[src/fsp_map.svh]
// Offsets, field positions, opcodes and factory values of the
// flash status/protection bank. Included by the bank and decoder.
`ifndef FSP_MAP_SVH
`define FSP_MAP_SVH

// Serial instruction codes
`define FSP_OP_WREN 8'h06
`define FSP_OP_WRDI 8'h04
`define FSP_OP_RDSL 8'h05
`define FSP_OP_RDSH 8'h35
`define FSP_OP_WRSR 8'h01
`define FSP_OP_PP 8'h02
`define FSP_OP_QPP 8'h32
`define FSP_OP_SE 8'h20
`define FSP_OP_BE32 8'h52
`define FSP_OP_BE64 8'hd8
`define FSP_OP_CE1 8'hc7
`define FSP_OP_CE2 8'h60
`define FSP_OP_SUSP 8'h75
`define FSP_OP_RES 8'h7a
`define FSP_OP_SCER 8'h44
`define FSP_OP_SCPR 8'h42

// Bit positions in status_low
`define FSP_SL_BUSY 0
`define FSP_SL_WEL 1
`define FSP_SL_BP 2
`define FSP_SL_TB 5
`define FSP_SL_SEC 6
`define FSP_SL_LMLO 7
// Bit positions in status_high
`define FSP_SH_LMHI 0
`define FSP_SH_QE 1
`define FSP_SH_LB 3
`define FSP_SH_CMP 6
`define FSP_SH_SUS 7

// Factory value of every stored bit
`define FSP_FACTORY 1'b0
// Array geometry
`define FSP_TOP 20'hfffff
`define FSP_SPAN 21'h100000
`define FSP_BLK64 21'h010000
`define FSP_SEC4 21'h001000
`define FSP_BLK32 20'h07fff
`define FSP_PAGE 20'h000ff
`define FSP_SEC4M 20'h00fff
`define FSP_BLK64M 20'h0ffff

`endif

[src/fsp_pkg.sv]
// Types shared by the flash status/protection bank.
// Assumes fsp_map.svh carries the numeric constants.
package fsp_pkg;
  // Operation state of the bank
  typedef enum logic [1:0] {
    FSP_IDLE = 2'b00,
    FSP_RUN = 2'b01,
    FSP_SUSP = 2'b10
  } fsp_state_t;
endpackage : fsp_pkg

[src/fsp_prot_if.sv]
// Protection bits out to the decoder and protected range back.
// Assumes a purely combinational decoder on the far side.
`timescale 1ns/10ps
`default_nettype none
interface fsp_prot_if;
  logic [2:0] bp;
  logic tb;
  logic sec;
  logic cmp;
  logic none;
  logic [19:0] lo;
  logic [19:0] hi;
  modport ctl(output bp, tb, sec, cmp, input none, lo, hi);
  modport dec(input bp, tb, sec, cmp, output none, lo, hi);
endinterface : fsp_prot_if
`default_nettype wire

[src/fsp_prot_decode.sv]
// Protected address range decoder for the 1 MB array.
// Assumes stable status bits from the bank; no clock.
`timescale 1ns/10ps
`default_nettype none
`include "fsp_map.svh"
module fsp_prot_decode (
  fsp_prot_if.dec p
);
  logic all_raw;
  logic none_raw;
  logic [1:0] shf;
  logic [20:0] len;
  logic [19:0] rlo;
  logic [19:0] rhi;

  // Size, anchor and complement of the protected region
  always_comb begin
    none_raw = (p.bp == 3'h0);
    all_raw = (p.bp[2] & p.bp[1]) | (!p.sec & p.bp == 3'h5);
    shf = p.bp[2] ? 2'h3 : 2'(p.bp[1:0] - 2'h1);
    len = (p.sec ? `FSP_SEC4 : `FSP_BLK64) << shf;
    if (all_raw) begin
      rlo = 20'h00000;
      rhi = `FSP_TOP;
    end else if (p.tb) begin
      rlo = 20'h00000;
      rhi = 20'(len - 21'h1);
    end else begin
      rlo = 20'(`FSP_SPAN - len);
      rhi = `FSP_TOP;
    end
    p.none = none_raw;
    p.lo = rlo;
    p.hi = rhi;
    if (p.cmp) begin
      p.none = all_raw;
      if (none_raw) begin
        p.lo = 20'h00000;
        p.hi = `FSP_TOP;
      end else if (rlo == 20'h00000) begin
        p.lo = 20'(rhi + 20'h1);
        p.hi = `FSP_TOP;
      end else begin
        p.lo = 20'h00000;
        p.hi = 20'(rlo - 20'h1);
      end
    end
  end
endmodule : fsp_prot_decode
`default_nettype wire

[src/fsp_status_regs.sv]
// Status and protection register bank of a serial flash,
// reached by status instructions on the serial pins.
// Assumes pins synchronous to clk and sck slower than clk/2.
`timescale 1ns/10ps
`default_nettype none
`include "fsp_map.svh"
module fsp_status_regs #(
  parameter int WR_CYC = 1500,
  parameter int PROG_CYC = 700,
  parameter int SE_CYC = 6000,
  parameter int BE_CYC = 20000,
  parameter int CE_CYC = 90000
) (
  input wire logic clk,
  input wire logic rst_n,
  input wire logic nv_rst_n,
  input wire logic sck,
  input wire logic cs_n,
  input wire logic si,
  input wire logic wp_n,
  output logic so,
  output logic so_oe,
  output logic busy,
  output logic quad_mode,
  output logic [2:0] otp_lock
);
  fsp_pkg::fsp_state_t state_reg;
  logic busy_reg;
  logic sus_reg;
  logic wel_reg;
  logic [31:0] tmr_reg;
  logic run_sr_reg;
  logic sck_reg;
  logic cs_reg;
  logic [2:0] bit_reg;
  logic [2:0] byte_reg;
  logic [6:0] sh_reg;
  logic [7:0] op_reg;
  logic [19:0] addr_reg;
  logic [7:0] d1_reg;
  logic [7:0] d2_reg;
  logic so_reg;
  logic so_oe_reg;
  logic [2:0] bp_reg;
  logic tb_reg;
  logic sec_reg;
  logic [1:0] lm_reg;
  logic qe_reg;
  logic [2:0] lb_reg;
  logic cmp_reg;
  logic rise;
  logic fall;
  logic cmd_end;
  logic [7:0] nb;
  logic [7:0] sl;
  logic [7:0] sh;
  logic wp_eff;
  logic lock_ok;
  logic st_go;
  logic pe_go;
  logic sc_go;
  logic start;
  logic hit;
  logic [19:0] t_lo;
  logic [19:0] t_hi;
  logic idle;
  fsp_prot_if pif ();

  // Byte offset mask of the region an instruction touches
  function automatic logic [19:0] span_mask(input logic [7:0] op);
    case (op)
      `FSP_OP_SE: span_mask = `FSP_SEC4M;
      `FSP_OP_BE32: span_mask = `FSP_BLK32;
      `FSP_OP_BE64: span_mask = `FSP_BLK64M;
      `FSP_OP_CE1, `FSP_OP_CE2: span_mask = `FSP_TOP;
      default: span_mask = `FSP_PAGE;
    endcase
  endfunction : span_mask

  // Busy time for an accepted instruction
  function automatic logic [31:0] cyc_of(input logic [7:0] op);
    case (op)
      `FSP_OP_WRSR: cyc_of = 32'(WR_CYC);
      `FSP_OP_SE, `FSP_OP_SCER: cyc_of = 32'(SE_CYC);
      `FSP_OP_BE32, `FSP_OP_BE64: cyc_of = 32'(BE_CYC);
      `FSP_OP_CE1, `FSP_OP_CE2: cyc_of = 32'(CE_CYC);
      default: cyc_of = 32'(PROG_CYC);
    endcase
  endfunction : cyc_of

  // Decoder of the protected range
  fsp_prot_decode u_dec (
    .p(pif.dec)
  );

  assign pif.bp = bp_reg;
  assign pif.tb = tb_reg;
  assign pif.sec = sec_reg;
  assign pif.cmp = cmp_reg;

  // Pin edges and byte framing
  assign rise = !cs_n && sck && !sck_reg;
  assign fall = !cs_n && !sck && sck_reg;
  assign cmd_end = cs_n && !cs_reg && byte_reg != 3'h0 && bit_reg == 3'h0;
  assign nb = {sh_reg, si};
  assign idle = (state_reg == fsp_pkg::FSP_IDLE);

  // Register images seen by status reads
  assign sl = {lm_reg[0], sec_reg, tb_reg, bp_reg, wel_reg, busy_reg};
  assign sh = {sus_reg, cmp_reg, lb_reg, 1'b0, qe_reg, lm_reg[1]};

  assign wp_eff = wp_n | qe_reg;

  assign lock_ok = (lm_reg == 2'b00) || (lm_reg == 2'b01 && wp_eff);

  // Target range of an array instruction
  assign t_lo = addr_reg & ~span_mask(op_reg);
  assign t_hi = addr_reg | span_mask(op_reg);

  assign hit = !pif.none && !(t_hi < pif.lo || t_lo > pif.hi);

  // Accepted instructions, taken only when idle
  always_comb begin
    st_go = op_reg == `FSP_OP_WRSR && wel_reg && lock_ok;
    pe_go = 1'b0;
    sc_go = 1'b0;
    case (op_reg)
      `FSP_OP_PP, `FSP_OP_QPP:
        pe_go = wel_reg && !hit && byte_reg >= 3'h5;
      `FSP_OP_SE, `FSP_OP_BE32, `FSP_OP_BE64:
        pe_go = wel_reg && !hit && byte_reg == 3'h4;
      `FSP_OP_CE1, `FSP_OP_CE2:
        pe_go = wel_reg && pif.none && byte_reg == 3'h1;
      `FSP_OP_SCER:
        sc_go = wel_reg && byte_reg == 3'h4;
      `FSP_OP_SCPR:
        sc_go = wel_reg && byte_reg >= 3'h5;
      default: begin
      end
    endcase
    if (addr_reg[13:12] == 2'h0 || lb_reg[addr_reg[13:12] - 2'h1])
      sc_go = 1'b0;
    if (byte_reg < 3'h2)
      st_go = 1'b0;
  end

  // busy or suspended refuses new work
  assign start = cmd_end && idle && (st_go || pe_go || sc_go);

  // Edge history of the serial pins
  always_ff @(posedge clk) begin
    if (!rst_n) begin
      sck_reg <= 1'b0;
      cs_reg <= 1'b1;
    end else begin
      sck_reg <= sck;
      cs_reg <= cs_n;
    end
  end

  // Bit and byte counters, MSB-first shifter
  always_ff @(posedge clk) begin
    if (!rst_n || cs_n) begin
      bit_reg <= 3'h0;
      byte_reg <= 3'h0;
      sh_reg <= 7'h00;
    end else if (rise) begin
      bit_reg <= 3'(bit_reg + 3'h1);
      sh_reg <= nb[6:0];
      if (bit_reg == 3'h7 && byte_reg != 3'h7)
        byte_reg <= 3'(byte_reg + 3'h1);
    end
  end

  // Opcode, address and status data capture
  always_ff @(posedge clk) begin
    if (!rst_n) begin
      op_reg <= 8'h00;
      addr_reg <= 20'h00000;
      d1_reg <= 8'h00;
      d2_reg <= 8'h00;
    end else if (rise && bit_reg == 3'h7) begin
      case (byte_reg)
        3'h0: op_reg <= nb;
        3'h1: begin
          addr_reg[19:16] <= nb[3:0];
          d1_reg <= nb;
        end
        3'h2: begin
          addr_reg[15:8] <= nb;
          d2_reg <= nb;
        end
        3'h3: addr_reg[7:0] <= nb;
        default: begin
        end
      endcase
    end
  end

  // Status read shifter, driven on falling sck
  always_ff @(posedge clk) begin
    if (!rst_n || cs_n) begin
      so_reg <= 1'b0;
      so_oe_reg <= 1'b0;
    end else if (fall && byte_reg != 3'h0) begin
      if (op_reg == `FSP_OP_RDSL) begin
        so_oe_reg <= 1'b1;
        so_reg <= sl[3'h7 - bit_reg];
      end else if (op_reg == `FSP_OP_RDSH) begin
        so_oe_reg <= 1'b1;
        so_reg <= sh[3'h7 - bit_reg];
      end
    end
  end

  // Operation state, busy timer and suspend flag
  always_ff @(posedge clk) begin
    if (!rst_n) begin
      state_reg <= fsp_pkg::FSP_IDLE;
      busy_reg <= 1'b0;
      sus_reg <= 1'b0;
      tmr_reg <= 32'h0;
      run_sr_reg <= 1'b0;
    end else begin
      case (state_reg)
        fsp_pkg::FSP_IDLE: begin
          if (start) begin
            state_reg <= fsp_pkg::FSP_RUN;
            busy_reg <= 1'b1;
            tmr_reg <= cyc_of(op_reg);
            run_sr_reg <= st_go || sc_go;
          end
        end
        fsp_pkg::FSP_RUN: begin
          if (cmd_end && op_reg == `FSP_OP_SUSP && !run_sr_reg) begin
            state_reg <= fsp_pkg::FSP_SUSP;
            busy_reg <= 1'b0;
            sus_reg <= 1'b1;
          end else if (tmr_reg <= 32'h1) begin
            state_reg <= fsp_pkg::FSP_IDLE;
            busy_reg <= 1'b0;
          end else begin
            tmr_reg <= tmr_reg - 32'h1;
          end
        end
        fsp_pkg::FSP_SUSP: begin
          if (cmd_end && op_reg == `FSP_OP_RES) begin
            state_reg <= fsp_pkg::FSP_RUN;
            busy_reg <= 1'b1;
            sus_reg <= 1'b0;
          end
        end
        default: begin
          state_reg <= fsp_pkg::FSP_IDLE;
          busy_reg <= 1'b0;
        end
      endcase
    end
  end

  // Write enable latch
  always_ff @(posedge clk) begin
    if (!rst_n) begin
      wel_reg <= 1'b0;
    end else if (cmd_end && !busy_reg) begin
      if (op_reg == `FSP_OP_WREN)
        wel_reg <= 1'b1;
      // cleared by disable or accepted write
      else if (op_reg == `FSP_OP_WRDI || start)
        wel_reg <= 1'b0;
    end
  end

  // Stored protection, lock and quad bits
  always_ff @(posedge clk) begin
    if (!nv_rst_n) begin
      bp_reg <= {3{`FSP_FACTORY}};
      tb_reg <= `FSP_FACTORY;
      sec_reg <= `FSP_FACTORY;
      lm_reg <= {2{`FSP_FACTORY}};
      qe_reg <= `FSP_FACTORY;
      lb_reg <= {3{`FSP_FACTORY}};
      cmp_reg <= `FSP_FACTORY;
    end else if (!rst_n) begin
      if (lm_reg == 2'b10)
        lm_reg <= 2'b00;
    end else if (start && st_go) begin
      bp_reg <= d1_reg[`FSP_SL_BP +: 3];
      tb_reg <= d1_reg[`FSP_SL_TB];
      sec_reg <= d1_reg[`FSP_SL_SEC];
      lm_reg[0] <= d1_reg[`FSP_SL_LMLO];
      if (byte_reg >= 3'h3) begin
        lm_reg[1] <= d2_reg[`FSP_SH_LMHI];
        qe_reg <= d2_reg[`FSP_SH_QE];
        cmp_reg <= d2_reg[`FSP_SH_CMP];
        lb_reg <= lb_reg | d2_reg[`FSP_SH_LB +: 3];
      end
    end
  end

  // Pins and status outputs straight from flops
  assign so = so_reg;
  assign so_oe = so_oe_reg;
  assign busy = busy_reg;
  assign quad_mode = qe_reg;
  assign otp_lock = lb_reg;
endmodule : fsp_status_regs
`default_nettype wire
[config.mk]
export PLATFORM = sky130hd
export DESIGN_NAME = fsp_status_regs
export DESIGN_NICKNAME = d
export VERILOG_FILES = /design/src/fsp_pkg.sv /design/src/fsp_prot_if.sv /design/src/fsp_prot_decode.sv /design/src/fsp_status_regs.sv
export VERILOG_INCLUDE_DIRS = /design/src /design/src/src
export SDC_FILE = /design/constraint.sdc
export NUM_CORES = 1
export LEC_CHECK = 0
export ABC_AREA = 1
export CORE_ASPECT_RATIO = 1.1
export CORE_MARGIN = 10
export CORE_UTILIZATION = 40
export DETAILED_ROUTE_END_ITERATION = 7
export DONT_BUFFER_PORTS = 1
export PLACE_DENSITY = 0.59
export SKIP_CTS_REPAIR_TIMING = 1
export SYNTH_ARGS = -nofsm -noshare
export SYNTH_HDL_FRONTEND = slang
export SYNTH_HIERARCHICAL = 1
export SYNTH_SLANG_ARGS = --single-unit
[constraint.sdc]
create_clock -name clk -period 3.75 [get_ports clk]
set_input_delay 0.5625 -clock clk [delete_from_list [all_inputs] [get_ports clk]]
set_output_delay 0.5625 -clock clk [all_outputs]
set_load 0.005 [all_outputs]
==> reports/metrics.csv, run 1 <==
metric,value,unit
total track usage,16.4,%
Leak,0.00371,µW
Layout Skew,0.00878,ns
hold_ws,0.315,ns
setup TNS,-1.59,ns
"Slew Viols, Final",0,
clk root buf,clkbuf_16,
initial antenna violation count,0,
final hold vios,0,
multi-input logic area,4540,µm²
final setup margin,-0.0862,ns
chip width,142,µm
grt ovf,0,
"Clk Latency, worst-skew pair",0.35,ns
unrepaired setup endpoints after global routing,yes,
Power Density,251,nW/µm²
ANT cells,0,
DRT antenna net count,0,
Longest Clk Path Bufs,2,
first-pass GRT wire length,30000,µm
max-cap violations,0,
Synth Warn #,6,
# nets final,1115,
Num CTS Buffers,9,
Port Buffers,0,
die height,155,µm
slowest CP cell,dfxtp_2,
Tmin final,3.84,ns
pre-CTS WS,-0.191,ns
most frequent cells in the layout,"nor2_1, nand2_1, inv_1, a21oi_1, dfxtp_1",
sequential cell area,1800,µm²
"commonest non-fill, non-tap cell in the layout",nor2_1,
routed vias,6676,
Critical Path RT,4.03,ns
mean post-synth cell area,6.34,µm²
Achievable Freq,261,MHz
Synth-to-Final Area Change,20.1,%
CTS tree,done,
final RePlAce weighted congestion,0.911,
vias in the first global route,5970,
Peak VDD IR,0.000257,V
Mapped Cells,1037,
Placeable Area,16200,µm²
Startpoint Class,register,
drt drc,0,
crit path DAT,4.11,ns
post-route cell area,7900,µm²
Rel. slew slack,46.6,%
DIE AREA,22000,µm²
row count,49,
Min-Delay Path Class,in -> reg,
ratio of cells with drive above 1 in the final layout,18.3,%
# fillers,1647,
Post-Route WL,19400,µm
largest net degree at the start of global routing,36,
DP Area,6920,µm²
clk sinks,90,
final setup violation count,35,
Worst-Margin Slew,0.796,ns
failing checks,setup timing,
status,"complete, but fails checks",
Wirelength per Cell,15.2,µm
Post-Syn Area,6580,µm²
DRT iter0 DRCs,442,
Initial Util,40.5,%
CP dominant cell by count,nand2_1,
CP max FO,7,
Clock transition at path regs,0.06,ns
I/O pin count,14,
Final Core Density,48.6,%
Post-DP HPWL,13700,µm
CP Capture Type,register,
H-tree Lvls,3,
CP peak stage delay,0.33,ns
max reg flops,32,
DR vias/cell,5.23,
Pre-antenna DRT Iters,5,
Crit Path Class,reg -> reg,
final period utilization,102,%
==> layer usage <==
metal | up-vias | GRT usage, % | wire length [µm]
li1 | 3424 | - | -
met1 | 3055 | 21.9 | 9000
met2 | 167 | 26.9 | 9240
met3 | 30 | 2.30 | 859
met4 | 0 | 4.14 | 288
met5 | - | 0 | 0
==> power breakdown <==
group          switching [µW]  internal, µW  total, µW
Sequential               4.36           959        964
Clock                     379           591        970
Combinational            34.5          13.6       48.2
Total                     418          1560       1980
==> metrics by stage <==
step	cells	power (µW)
after global placement	1245	1030
after global routing	1276	2030
final	1276	1980
after CTS	1261	1990
after detailed placement	1245	1030
after floorplan	1051	1040
==> worst max-delay path: cells and delay by family (launching register included) <==
kind	cells	cell delay [ns]
AND/OR/NAND/NOR	13	1.16
adder cells (fa/ha/maj)	4	0.94
flip-flops	1	0.33
AO/OA/AOI/OAI	4	0.73
buffers and inverters	7	0.61
==> cell type report <==
type / instances / share of cell area [%]
multi-input cells: 780 / 57.5
flip-flops and latches: 90 / 22.8
inverters: 141 / 6.80
repair buffers: 45 / 5.58
clock buffers: 15 / 3.64
well taps: 204 / 3.23
clock inverters: 1 / 0.380
==> path summary, 6_finish.rpt <==
check	start	endpoint	slack, ns	depth (start not counted)
worst max register to register	bp_reg[1]	tmr_reg[14]	-0.09	28
worst max-delay path	bp_reg[1]	tmr_reg[14]	-0.09	28
worst min register to register	d2_reg[5]	otp_lock[2]	0.47	2
worst min-delay path	rst_n	sck_reg	0.32	2
(Power assumes the default switching activity.)
==> run 2: changes to the inputs <==
--- a/config.mk
+++ b/config.mk
@@ -9,10 +9,11 @@
 export ABC_AREA = 1
 export CORE_ASPECT_RATIO = 1.1
 export CORE_MARGIN = 10
-export CORE_UTILIZATION = 40
+export CORE_UTILIZATION = 59
 export DETAILED_ROUTE_END_ITERATION = 7
 export DONT_BUFFER_PORTS = 1
-export PLACE_DENSITY = 0.59
+export PLACE_DENSITY = 0.81
+export REMOVE_ABC_BUFFERS = 1
 export SKIP_CTS_REPAIR_TIMING = 1
 export SYNTH_ARGS = -nofsm -noshare
 export SYNTH_HDL_FRONTEND = slang
==> run 2 against run 1 <==
  * The run still ends with setup timing left
  * Clock power down 3.3%
  * Flip-flop and latch count unchanged
  * First-iteration DRC count up 39%
  * Critical endpoint is now tmr_reg[15]
  * Highest routed layer unchanged
==> reports/metrics.csv, run 2 (synthesized netlist as in run 1, its figures left out) <==
metric,value,unit,change
Clock transition at path regs,0.07,ns,was 0.06 ns
CP max FO,6,,was 7
"Slew Viols, Final",0,,unchanged
Placeable Area,10900,µm²,was 16200 µm²
final period utilization,108,%,was 102%
routed vias,7012,,was 6676
final setup margin,-0.314,ns,was -0.0862 ns
first-pass GRT wire length,28700,µm,was 30000 µm
Synth-to-Final Area Change,17.5,%,was 20.1%
clk root buf,clkbuf_16,,unchanged
pre-CTS WS,-0.316,ns,was -0.191 ns
vias in the first global route,6173,,was 5970
Placed Instances,1187,,was 1245
DRT iter0 DRCs,615,,was 442
clk sinks,90,,unchanged
Achievable Freq,246,MHz,was 261 MHz
total track usage,21.8,%,was 16.4%
ANT cells,0,,unchanged
Num CTS Buffers,9,,unchanged
CP dominant cell by count,nand2_4,,was nand2_1
unrepaired setup endpoints after global routing,yes,,unchanged
hold_ws,0.315,ns,about the same
Rel. slew slack,43.9,%,was 46.6%
Longest Clk Path Bufs,2,,unchanged
setup TNS,-9.49,ns,was -1.59 ns
max reg flops,32,,unchanged
fin cells,1218,,was 1276
initial antenna violation count,0,,unchanged
status,"complete, but fails checks",,unchanged
CP Capture Type,register,,unchanged
max-cap violations,0,,unchanged
Tmin final,4.06,ns,was 3.84 ns
Wirelength per Cell,15.9,µm,was 15.2 µm
Critical Path RT,3.97,ns,was 4.03 ns
Startpoint Class,register,,unchanged
ratio of cells with drive above 1 in the final layout,16.4,%,was 18.3%
WHS Endpoint,sck_reg,,unchanged
"Clk Latency, worst-skew pair",0.35,ns,about the same
Min-Delay Path Class,in -> reg,,unchanged
I/O pin count,14,,unchanged
Post-Route WL,19400,µm,about the same
Worst-Margin Slew,0.838,ns,was 0.796 ns
cell depth of the worst hold path,2,,unchanged
row count,40,,was 49
# nets final,1114,,was 1115
final hold vios,0,,unchanged
R2R setup slack,-0.31,ns,was -0.09 ns
R2R depth,30,,was 28
Pre-antenna DRT Iters,7,,was 5
Crit Path Class,reg -> reg,,unchanged
DRT antenna net count,0,,unchanged
Power Density,252,nW/µm²,was 251 nW/µm²
most frequent cells in the layout,"nor2_1, nand2_1, inv_1, a21oi_1, dfxtp_1",,unchanged
Initial Util,60.3,%,was 40.5%
CP peak stage delay,0.33,ns,about the same
slowest CP cell,dfxtp_2,,unchanged
DR vias/cell,5.76,,was 5.23
reg2reg start,bp_reg[1],,unchanged
HP Start,sck,,was rst_n
failing checks,setup timing,,unchanged
DIE AREA,15800,µm²,was 22000 µm²
Layout Skew,0.00912,ns,was 0.00878 ns
H-tree Lvls,3,,unchanged
die height,131,µm,was 155 µm
final RePlAce weighted congestion,0.977,,was 0.911
Port Buffers,0,,unchanged
largest net degree at the start of global routing,36,,unchanged
r2r endpoint,tmr_reg[15],,was tmr_reg[14]
Peak VDD IR,0.000350,V,was 0.000257 V
grt ovf,0,,unchanged
CTS tree,done,,unchanged
final setup violation count,35,,unchanged
Leak,0.00374,µW,was 0.00371 µW
drt drc,0,,unchanged
crit path DAT,4.28,ns,was 4.11 ns
chip width,121,µm,was 142 µm
Post-DP HPWL,12800,µm,was 13700 µm
## run 2: metrics by stage
step	util (%)	total power [µW]	cell area [µm²]
after floorplan	-	1020	6380
after global placement	62.6	1030	6830
after detailed placement	62.6	1030	6830
after CTS	65.4	1940	7130
after global routing	70.8	1990	7730
final	70.8	1950	7730
## run 2: layer usage
layer,share of wire (%),global-route usage (%)
met1,41,25.9
met2,49,37.2
met3,6.0,4.03
met4,4.1,10.9
met5,0,0
## run 2: worst max path at each step
stage                   start          end  cells past startpoint
global route        bp_reg[0]   tmr_reg[9]                     30
global placement    bp_reg[0]  tmr_reg[22]                     31
CTS                 bp_reg[1]  tmr_reg[14]                     30
finish              bp_reg[1]  tmr_reg[15]                     30
detailed placement  bp_reg[1]  tmr_reg[14]                     31
floorplan           bp_reg[0]   tmr_reg[0]                     30
## run 2: layout make-up
cell class / count / area, µm²
multi-input combinational: 778 / 4420
fill: 879 / 3180
sequential: 90 / 1800
inverter: 141 / 532
timing repair buffer: 46 / 484
clock buffer: 10 / 229
tap: 147 / 184
clock inverter: 6 / 71.3
## run 2: critical path: cells and delay by family (launching register included)
family / cells / cell delay (ns)
AOI/OAI and AO/OA: 4 / 0.57
adders and majority gates: 4 / 0.94
buffers and inverters: 8 / 0.81
DFF: 1 / 0.33
and+or+nand+nor: 14 / 1.28
## run 2: report_power, final
| group | internal, µW | switching [µW] | leakage (µW) |
|---|---|---|---|
| Sequential | 959 | 4.58 | 0.000727 |
| Combinational | 13.8 | 34.6 | 0.00288 |
| Clock | 525 | 414 | 0.000140 |
| Total | 1500 | 453 | 0.00374 |
